### src/rtl/tpwm_pkg.sv
package tpwm_pkg;
   // Register byte offsets on the Avalon-MM slave
   localparam logic [4:0] TPWM_OFF_CONTROL = 5'h00;
   localparam logic [4:0] TPWM_OFF_SCALER = 5'h04;
   localparam logic [4:0] TPWM_OFF_BOUND = 5'h08;
   localparam logic [4:0] TPWM_OFF_COUNT = 5'h0c;
   localparam logic [4:0] TPWM_OFF_IRQ_STATUS = 5'h10;
   localparam logic [4:0] TPWM_OFF_IRQ_MASK = 5'h14;
   // Reset values
   localparam logic [7:0] TPWM_RST_CONTROL = 8'h00;
   localparam logic [7:0] TPWM_RST_SCALER = 8'h00;
   localparam logic [7:0] TPWM_RST_BOUND = 8'h00;
   localparam logic [7:0] TPWM_RST_COUNT = 8'h00;
   localparam logic [1:0] TPWM_RST_IRQ = 2'h0;
   // Control register fields
   localparam int TPWM_CTL_SRC_HI = 7;
   localparam int TPWM_CTL_SRC_LO = 4;
   localparam int TPWM_CTL_PIN_HI = 3;
   localparam int TPWM_CTL_PIN_LO = 2;
   localparam int TPWM_CTL_PWM = 1;
   // Scaler register fields
   localparam int TPWM_SCL_RES6 = 7;
   localparam int TPWM_SCL_PRE_HI = 6;
   localparam int TPWM_SCL_PRE_LO = 5;
   localparam int TPWM_SCL_DIV_HI = 4;
   localparam int TPWM_SCL_DIV_LO = 0;
   // Interrupt status bits
   localparam int TPWM_IRQ_PERIOD = 0;
   localparam int TPWM_IRQ_PWM = 1;
   // PWM period masks
   localparam logic [7:0] TPWM_MASK_8BIT = 8'hff;
   localparam logic [7:0] TPWM_MASK_7BIT = 8'h7f;
   localparam logic [7:0] TPWM_MASK_6BIT = 8'h3f;
   // Prescaler terminal counts for /1, /4, /16, /64
   localparam logic [5:0] TPWM_PRE_LIM_1 = 6'h00;
   localparam logic [5:0] TPWM_PRE_LIM_4 = 6'h03;
   localparam logic [5:0] TPWM_PRE_LIM_16 = 6'h0f;
   localparam logic [5:0] TPWM_PRE_LIM_64 = 6'h3f;

   // Clock source codes in control[7:4]
   typedef enum logic [3:0] {
      TPWM_SRC_STOP = 4'b0000,
      TPWM_SRC_SYS = 4'b0001,
      TPWM_SRC_HRC = 4'b0010,
      TPWM_SRC_LRC = 4'b0011,
      TPWM_SRC_XTAL = 4'b0100,
      TPWM_SRC_PIN_A = 4'b0101,
      TPWM_SRC_PIN_B = 4'b0110,
      TPWM_SRC_PIN_C = 4'b0111,
      TPWM_SRC_COMP = 4'b1000
   } tpwm_src_t;

   // Output pin codes in control[3:2]
   localparam logic [1:0] TPWM_PIN_NONE = 2'b00;
   localparam logic [1:0] TPWM_PIN_A = 2'b01;
   localparam logic [1:0] TPWM_PIN_B = 2'b10;
   localparam logic [1:0] TPWM_PIN_C = 2'b11;
endpackage : tpwm_pkg

### src/rtl/tpwm_timer.sv
// Our own choices: the address map and the Avalon-MM slave port.
`timescale 1ns/1ps
module tpwm_timer
   import tpwm_pkg::*;
#(
   parameter bit COMPARATOR_GATING_OPTION = 1'b0,
   parameter bit SEVEN_BIT_OPTION = 1'b0
) (
   input wire logic clk_in,
   input wire logic reset_in,
   input wire logic [4:0] avs_address_in,
   input wire logic avs_read_in,
   input wire logic avs_write_in,
   input wire logic [31:0] avs_writedata_in,
   input wire logic [3:0] avs_byteenable_in,
   output logic [31:0] avs_readdata_out,
   output logic avs_waitrequest_out,
   input wire logic high_speed_rc_in,
   input wire logic low_speed_rc_in,
   input wire logic crystal_oscillator_in,
   input wire logic clock_pin_a_in,
   input wire logic clock_pin_b_in,
   input wire logic clock_pin_c_in,
   input wire logic comparator_in,
   output logic pin_out_a_out,
   output logic pin_out_a_en_out,
   output logic pin_out_b_out,
   output logic pin_out_b_en_out,
   output logic pin_out_c_out,
   output logic pin_out_c_en_out,
   output logic irq_out
);

   // Registers
   logic [7:0] timer_control;
   logic [7:0] timer_scaler;
   logic [7:0] timer_upper_bound;
   logic [7:0] timer_count_value;
   logic [1:0] irq_status;
   logic [1:0] irq_mask;
   logic bus_ack;
   logic [7:0] src_prev;
   logic [5:0] pre_cnt;
   logic [4:0] div_cnt;
   logic wave;
   logic write_pending;
   logic [7:0] write_value;

   // Bus decode: one wait cycle, then the access completes
   wire bus_req = avs_read_in | avs_write_in;
   wire wr_go = avs_write_in & bus_ack & avs_byteenable_in[0];
   wire sel_ctl = avs_address_in == TPWM_OFF_CONTROL;
   wire sel_scl = avs_address_in == TPWM_OFF_SCALER;
   wire sel_bnd = avs_address_in == TPWM_OFF_BOUND;
   wire sel_cnt = avs_address_in == TPWM_OFF_COUNT;
   wire sel_sts = avs_address_in == TPWM_OFF_IRQ_STATUS;
   wire sel_msk = avs_address_in == TPWM_OFF_IRQ_MASK;
   wire [7:0] wdata = avs_writedata_in[7:0];
   wire [7:0] rd_mux = sel_ctl ? timer_control :
                       sel_scl ? timer_scaler :
                       sel_bnd ? timer_upper_bound :
                       sel_cnt ? timer_count_value :
                       sel_sts ? {6'h00, irq_status} :
                       sel_msk ? {6'h00, irq_mask} : 8'h00;
   assign avs_waitrequest_out = bus_req & ~bus_ack;

   // Field views
   wire [3:0] src_sel = timer_control[TPWM_CTL_SRC_HI:TPWM_CTL_SRC_LO];
   wire [1:0] pin_sel = timer_control[TPWM_CTL_PIN_HI:TPWM_CTL_PIN_LO];
   wire pwm_mode = timer_control[TPWM_CTL_PWM];
   wire res6 = timer_scaler[TPWM_SCL_RES6];
   wire [1:0] pre_sel = timer_scaler[TPWM_SCL_PRE_HI:TPWM_SCL_PRE_LO];
   wire [4:0] div_lim = timer_scaler[TPWM_SCL_DIV_HI:TPWM_SCL_DIV_LO];

   // Refuse period masks that would let a narrow PWM period escape a wider one
   if ((TPWM_MASK_6BIT & ~TPWM_MASK_7BIT) != 8'h00 ||
       (TPWM_MASK_7BIT & ~TPWM_MASK_8BIT) != 8'h00) begin : g_mask_check
      $error("PWM period masks do not nest");
   end

   // Source selection; sampled sources count on rising edges
   wire [7:0] src_now = {comparator_in, clock_pin_c_in, clock_pin_b_in, clock_pin_a_in,
                         crystal_oscillator_in, low_speed_rc_in, high_speed_rc_in, 1'b0};
   wire [7:0] src_rise = src_now & ~src_prev;
   // Codes 2..8 map onto bits 1..7; stop and unused codes never reach the index
   wire [2:0] src_idx = 3'(src_sel - 4'h1);
   wire src_tick = (src_sel == TPWM_SRC_SYS) ? 1'b1 :
                   (src_sel >= TPWM_SRC_HRC && src_sel <= TPWM_SRC_COMP) ?
                   src_rise[src_idx] : 1'b0;

   // Prescaler then scaler produce the count clock enable
   wire [5:0] pre_lim = (pre_sel == 2'd0) ? TPWM_PRE_LIM_1 :
                        (pre_sel == 2'd1) ? TPWM_PRE_LIM_4 :
                        (pre_sel == 2'd2) ? TPWM_PRE_LIM_16 : TPWM_PRE_LIM_64;
   wire pre_tick = src_tick & (pre_cnt >= pre_lim);
   wire count_tick = pre_tick & (div_cnt >= div_lim);

   // Counter next value, period wrap and PWM wrap
   wire [7:0] pwm_mask = ~res6 ? TPWM_MASK_8BIT :
                         SEVEN_BIT_OPTION ? TPWM_MASK_7BIT : TPWM_MASK_6BIT;
   wire [7:0] count_base = write_pending ? write_value : timer_count_value;
   wire period_wrap = ~pwm_mode & ~write_pending &
                      (timer_count_value == timer_upper_bound);
   wire pwm_wrap = pwm_mode & ~write_pending &
                   ((timer_count_value & pwm_mask) == pwm_mask);
   wire [7:0] count_inc = 8'(count_base + 8'h01);
   wire [7:0] next_count = write_pending ? write_value :
                           (period_wrap | pwm_wrap) ? 8'h00 :
                           pwm_mode ? (count_inc & pwm_mask) : count_inc;
   wire period_event = count_tick & period_wrap;
   wire pwm_event = count_tick & pwm_wrap;

   // PWM level: high for counts 0..bound, so bound+1 counts per period
   wire pwm_level = (timer_count_value & pwm_mask) <= timer_upper_bound;
   wire gate_off = COMPARATOR_GATING_OPTION & comparator_in;
   wire next_wave = pwm_mode ? (pwm_level & ~gate_off) :
                    (period_event ? ~wave : wave);

   // Interrupt status: set wins over the write-one clear
   wire [1:0] irq_set = {pwm_event, period_event};
   wire [1:0] irq_clr = (wr_go & sel_sts) ? wdata[1:0] : 2'h0;
   wire [1:0] next_irq_status = irq_set | (irq_status & ~irq_clr);
   assign irq_out = |(irq_status & irq_mask);

   // Pin routing, one slice per pin; unselected pins are released low
   localparam logic [5:0] PIN_CODES = {TPWM_PIN_C, TPWM_PIN_B, TPWM_PIN_A};
   wire [2:0] pin_en;
   wire [2:0] pin_drv;
   for (genvar p = 0; p < 3; p++) begin : g_pin
      assign pin_en[p] = pin_sel == PIN_CODES[2 * p +: 2];
      assign pin_drv[p] = wave & pin_en[p];
   end
   assign pin_out_a_en_out = pin_en[0];
   assign pin_out_b_en_out = pin_en[1];
   assign pin_out_c_en_out = pin_en[2];
   assign pin_out_a_out = pin_drv[0];
   assign pin_out_b_out = pin_drv[1];
   assign pin_out_c_out = pin_drv[2];

   // Bus handshake and read data
   always_ff @(posedge clk_in) begin
      if (reset_in) begin
         bus_ack <= 1'b0;
         avs_readdata_out <= 32'h00000000;
      end else begin
         bus_ack <= bus_req & ~bus_ack;
         if (avs_read_in & ~bus_ack) begin
            avs_readdata_out <= {24'h000000, rd_mux};
         end
      end
   end

   // Configuration registers
   always_ff @(posedge clk_in) begin
      if (reset_in) begin
         timer_control <= TPWM_RST_CONTROL;
         timer_scaler <= TPWM_RST_SCALER;
         timer_upper_bound <= TPWM_RST_BOUND;
         irq_mask <= TPWM_RST_IRQ;
         irq_status <= TPWM_RST_IRQ;
      end else begin
         if (wr_go & sel_ctl) timer_control <= wdata;
         if (wr_go & sel_scl) timer_scaler <= wdata;
         if (wr_go & sel_bnd) timer_upper_bound <= wdata;
         if (wr_go & sel_msk) irq_mask <= wdata[1:0];
         irq_status <= next_irq_status;
      end
   end

   // Divider chain; counters restart at each terminal tick
   // Limitation: a scaler write keeps the old phase, so the first count
   // clock after it may come early; restarting would cost a compare per field
   always_ff @(posedge clk_in) begin
      if (reset_in) begin
         src_prev <= 8'h00;
         pre_cnt <= 6'h00;
         div_cnt <= 5'h00;
      end else begin
         src_prev <= src_now;
         if (pre_tick) pre_cnt <= 6'h00;
         else if (src_tick) pre_cnt <= 6'(pre_cnt + 6'h01);
         if (count_tick) div_cnt <= 5'h00;
         else if (pre_tick) div_cnt <= 5'(div_cnt + 5'h01);
      end
   end

   // Counter, held write and waveform; a write waits for the count clock
   always_ff @(posedge clk_in) begin
      if (reset_in) begin
         timer_count_value <= TPWM_RST_COUNT;
         write_pending <= 1'b0;
         write_value <= 8'h00;
         wave <= 1'b0;
      end else begin
         if (wr_go & sel_cnt) begin
            write_pending <= 1'b1;
            write_value <= wdata;
         end else if (count_tick) begin
            write_pending <= 1'b0;
         end
         if (count_tick) timer_count_value <= next_count;
         wave <= next_wave;
      end
   end

   // Source ticks between count clocks must equal prescale times scale;
   // the interval right after a scaler write is skipped, its phase is stale
   logic [11:0] chk_src_since;
   logic chk_dirty;
   wire [11:0] chk_span = 12'((12'(pre_lim) + 12'h001) * (12'(div_lim) + 12'h001));
   always_ff @(posedge clk_in) begin
      if (reset_in) begin
         chk_src_since <= 12'h000;
         chk_dirty <= 1'b0;
      end else begin
         if (count_tick) chk_src_since <= 12'h000;
         else if (src_tick) chk_src_since <= 12'(chk_src_since + 12'h001);
         if (wr_go & sel_scl) chk_dirty <= 1'b1;
         else if (count_tick) chk_dirty <= 1'b0;
      end
   end

   // Each sampled source must reach the count chain under its own code
   for (genvar k = 0; k < 7; k++) begin : g_src_chk

   end
endmodule : tpwm_timer

### config.mk
export PLATFORM = sky130hd
export DESIGN_NAME = tpwm_timer
export DESIGN_NICKNAME = d
export VERILOG_FILES = /design/src/rtl/tpwm_pkg.sv /design/src/rtl/tpwm_timer.sv
export SDC_FILE = /design/constraint.sdc
export NUM_CORES = 1
export LEC_CHECK = 0
export ABC_AREA = 1
export CAP_MARGIN = 5
export CORE_MARGIN = 5
export CORE_UTILIZATION = 31
export CTS_BUF_LIST = sky130_fd_sc_hd__clkbuf_8 sky130_fd_sc_hd__clkbuf_16
export CTS_CLUSTER_SIZE = 16
export DETAILED_ROUTE_END_ITERATION = 10
export DONT_BUFFER_PORTS = 1
export GPL_TIMING_DRIVEN = 0
export PLACE_DENSITY = 0.56
export RECOVER_POWER = 50
export SLEW_MARGIN = 20
export SYNTH_ARGS = -nofsm -noshare
export SYNTH_HDL_FRONTEND = slang
export SYNTH_SLANG_ARGS = --single-unit
### constraint.sdc
create_clock -name clk_in -period 4.3 [get_ports clk_in]
set_input_delay 0 -clock clk_in [delete_from_list [all_inputs] [get_ports clk_in]]
set_output_delay 0 -clock clk_in [all_outputs]
set_load 0.01 [all_outputs]
==> metrics.md <==
| Metric | Value |
|---|---|
| Outcome | `complete, no violations` |
| Clock transition at path regs | `about 60 ps` |
| Final setup vio count | `0` |
| Fmax | `roughly 440 MHz` |
| Mapped cell area | `between 4000 and 5000 um2` |
| Fin. Hold Viols | `0` |
| CP peak stage delay | `about 470 ps` |
| Tot Pwr | `around 1600 uW` |
| R2r setup slk | `~2000 ps` |
| Synth cell types | `37` |
| Vias per inst | `roughly 4.7` |
| HPWL after detailed placement | `~8.5 mm` |
| Seq cells post-synth | `73` |
| Initial antenna violation count | `1` |
| Met2 routed WL | `5.116 mm` |
| Most common cell after layout, fill and taps aside | `nand2_1` |
| Final #Nets | `between 700 and 800` |
| Worst Hold Path EP | `timer_upper_bound[5]` |
| Core outline area | `about 13000 um2` |
| Post-CTS setup buffer count | `0` |
| Ports | `between 90 and 100` |
| RR Startpoint | `timer_control[4]` |
| CP startpoint kind | `flop` |
| CTS resizes | `0` |
| Met3 routed WL | `515 um` |
| Root Buffer | `clkbuf_16` |
| Remaining Overflow, GRT | `0` |
| CTS tree | `done` |
| Layout Utilization | `between 30% and 40%` |
| Worst hold slack | `about 34 ps` |
| Least-Margin Pin Slew | `around 730 ps` |
| Rel. slew slack | `between 50% and 60%` |
| R2R Path End | `write_pending` |
| Post-Syn Area per Cell | `around 7 um2` |
| Via count | `3830` |
| Sum Neg Setup Slack | `0 ps` |
| Pwr/cell area | `about 320 nW/um2` |
| Synth Instances | `584` |
| Total track usage | `14.42%` |
| Initial core utilization | `about 31%` |
| Period utilization | `52.85%` |
| Worst hold path startpoint | `reset_in` |
| CTS H-tree depth | `3` |
| CTS Hold Buffers Added | `20` |
| Drt drc | `0` |
| Initial drt markers | `approximately 260` |
| Width of the die | `between 100 and 150 um` |
| Max Used Layer | `met4` |
| Die Span Y | `between 100 and 150 um` |
| Crit-path cells | `inv_2 > ha_1 > nand2_1 > nor2_1 > nor2_1 > nand2_1 > nand3_2 > nand2_2 > nand2_2 > inv_2 > nand2_4 > nand2_2 > o22ai_1` |
| Hold Crit Depth | `3` |
| Layout cells sized above 1 | `roughly 8.6%` |
| Worst EP arrival | `about 2500 ps` |
| Max Transition Viols Final | `0` |
| Worst Skew | `slightly below 7 ps` |
| First drt pass iteration count | `5` |
| Row cnt | `42` |
| R2R cell count | `13` |
| Clk_lat worst skew | `around 340 ps` |
| Synth Flop Type | `dfxtp_1` |
| P&R area growth vs syn | `19.80%` |
| Die Area | `between 15000 and 20000 um2` |
| CP max stage cell | `dfxtp_1` |
| Synth Warn # | `0` |
| CP dominant cell by count | `nand2_2` |
| TritonCTS buffer count | `9` |
| Detailed Route WL | `10.91 mm` |
| Most used cells in the layout excluding fill and tap cells | `86 x nand2_1, 75 x inv_1, 73 x dfxtp_1` |
| Critical-path maximum fanout | `9` |
| First-pass GRT wire length | `18.54 mm` |
| Crit. End Element | `flop` |
| Count of clock tree sinks | `73` |
| Max-Cap Viols | `0` |
| Max clock buf depth | `2` |
| Post-synth EDFFs | `0` |
| Number of global-route vias before repair | `3737` |
| WS Path Type | `reg2reg` |
| Register area share after synthesis | `a little over a third` |
| RSZ-0062 raised after global routing | `no` |
| Largest net degree at the start of global routing | `15` |
| WL per Instance | `roughly 13 um` |
| Async set-reset flop share out of synthesis | `0%` |
| Critical Path RT | `roughly 4500 ps` |
| Max VDD drop | `0.1605 mV` |
| Post-route minimum period | `2273 ps` |
| Global placer's final weighted congestion | `approximately 0.85` |
| HP Class | `in2reg` |
| Wire length on met1 | `between 5 and 6 mm` |
| Leak | `~0.0021 uW` |
| Antenna-violating nets left | `0` |
| Port Buffer Count | `0` |
==> how the worst max path moves through the flow <==
| stage | startpoint | end | slack [ps] | cells past startpoint |
|---|---|---|---|---|
| after floorplan | timer_control[4] | timer_count_value[7] | 2370 | 14 |
| after global placement | timer_control[4] | write_pending | 2010 | 13 |
| after detailed placement | timer_control[4] | write_pending | 2000 | 13 |
| after CTS | timer_control[4] | write_pending | 2000 | 13 |
| after global routing | timer_control[4] | timer_count_value[7] | 1790 | 14 |
| final | timer_control[4] | write_pending | 2030 | 13 |
==> per-stage QoR <==
step	instances	cell area (um2)	setup slack (ps)
after CTS	819	4905	2001
after global routing	820	4905	1789
after detailed placement	783	4400	2002
after floorplan	607	4180	2373
final	820	4905	2027
after global placement	783	4400	2009
==> synthesized netlist by cell type, drive strengths merged (2+ instances only) <==
| library cell | number | area (um2) |
|---|---|---|
| nand2 | 90 | 352.8 |
| inv | 78 | 292.8 |
| a21oi | 73 | 369.1 |
| dfxtp | 73 | 1461 |
| o21ai | 68 | 340.3 |
| nor2 | 67 | 254.0 |
| buf | 27 | 214.0 |
| nand3 | 26 | 135.1 |
| ha | 25 | 312.8 |
| nor3 | 10 | 55.05 |
| nand4 | 9 | 56.30 |
| clkbuf | 8 | 30.03 |
| o22ai | 8 | 50.05 |
| xnor2 | 4 | 35.03 |
| xor2 | 4 | 35.03 |
| and3 | 2 | 13.77 |
| nand3b | 2 | 15.01 |
| nor3b | 2 | 20.02 |
==> critical path, delay by kind of cell (launching register included) <==
| kind | cells | cell delay, ps |
|---|---|---|
| adders and majority gates | 1 | 340 |
| DFF | 1 | 470 |
| AOI/OAI and AO/OA | 1 | 100 |
| and+or+nand+nor | 9 | 960 |
| buffers and inverters | 2 | 260 |
==> sequential cells by signal (all words and copies together), names as in the netlist, 5 cells and up <==
| register | cells |
|---|---|
| pre_cnt | 6 |
| src_prev | 7 |
| write_value | 8 |
| timer_scaler | 8 |
| timer_upper_bound | 8 |
| timer_count_value | 8 |
| avs_readdata_out | 8 |
| timer_control | 8 |
| div_cnt | 5 |
==> per-layer routing <==
metal	up-vias	track usage, %
li1	1994	-
met1	1753	18.93
met2	73	23.85
met3	10	2.744
met4	0	4.911
met5	-	0
==> cell type report <==
type,count,area [um2]
Clock buffer,9,225.2
Tap cell,176,220.2
Fill cell,1371,8180
Clock inverter,7,78.83
Sequential cell,73,1461
Antenna cell,1,2.502
Timing Repair Buffer,20,200.2
Buffer,35,244.0
Inverter,79,296.5
Multi-Input combinational cell,420,2176
==> kinds of logic after synthesis <==
| logic type | after synthesis | synth area share, % |
|---|---|---|
| compound gates | 154 | 19.47 |
| xor+xnor | 8 | 1.711 |
| fa+ha+maj | 25 | 7.641 |
| buf+inv | 114 | 13.20 |
| flops | 73 | 35.70 |
| other cells | 1 | 0.09160 |
| simple gates | 209 | 22.19 |
==> report_power, final <==
| group | total (uW) | switching, uW | internal, uW | leakage [uW] |
|---|---|---|---|---|
| clock network | 770 | 316 | 454 | 0.000139 |
| registers | 694 | 8.04 | 686 | 0.000591 |
| logic | 104 | 62.3 | 42.1 | 0.00135 |
| total | 1570 | 386 | 1180 | 0.00208 |
Power figures use the tool's default switching activity.
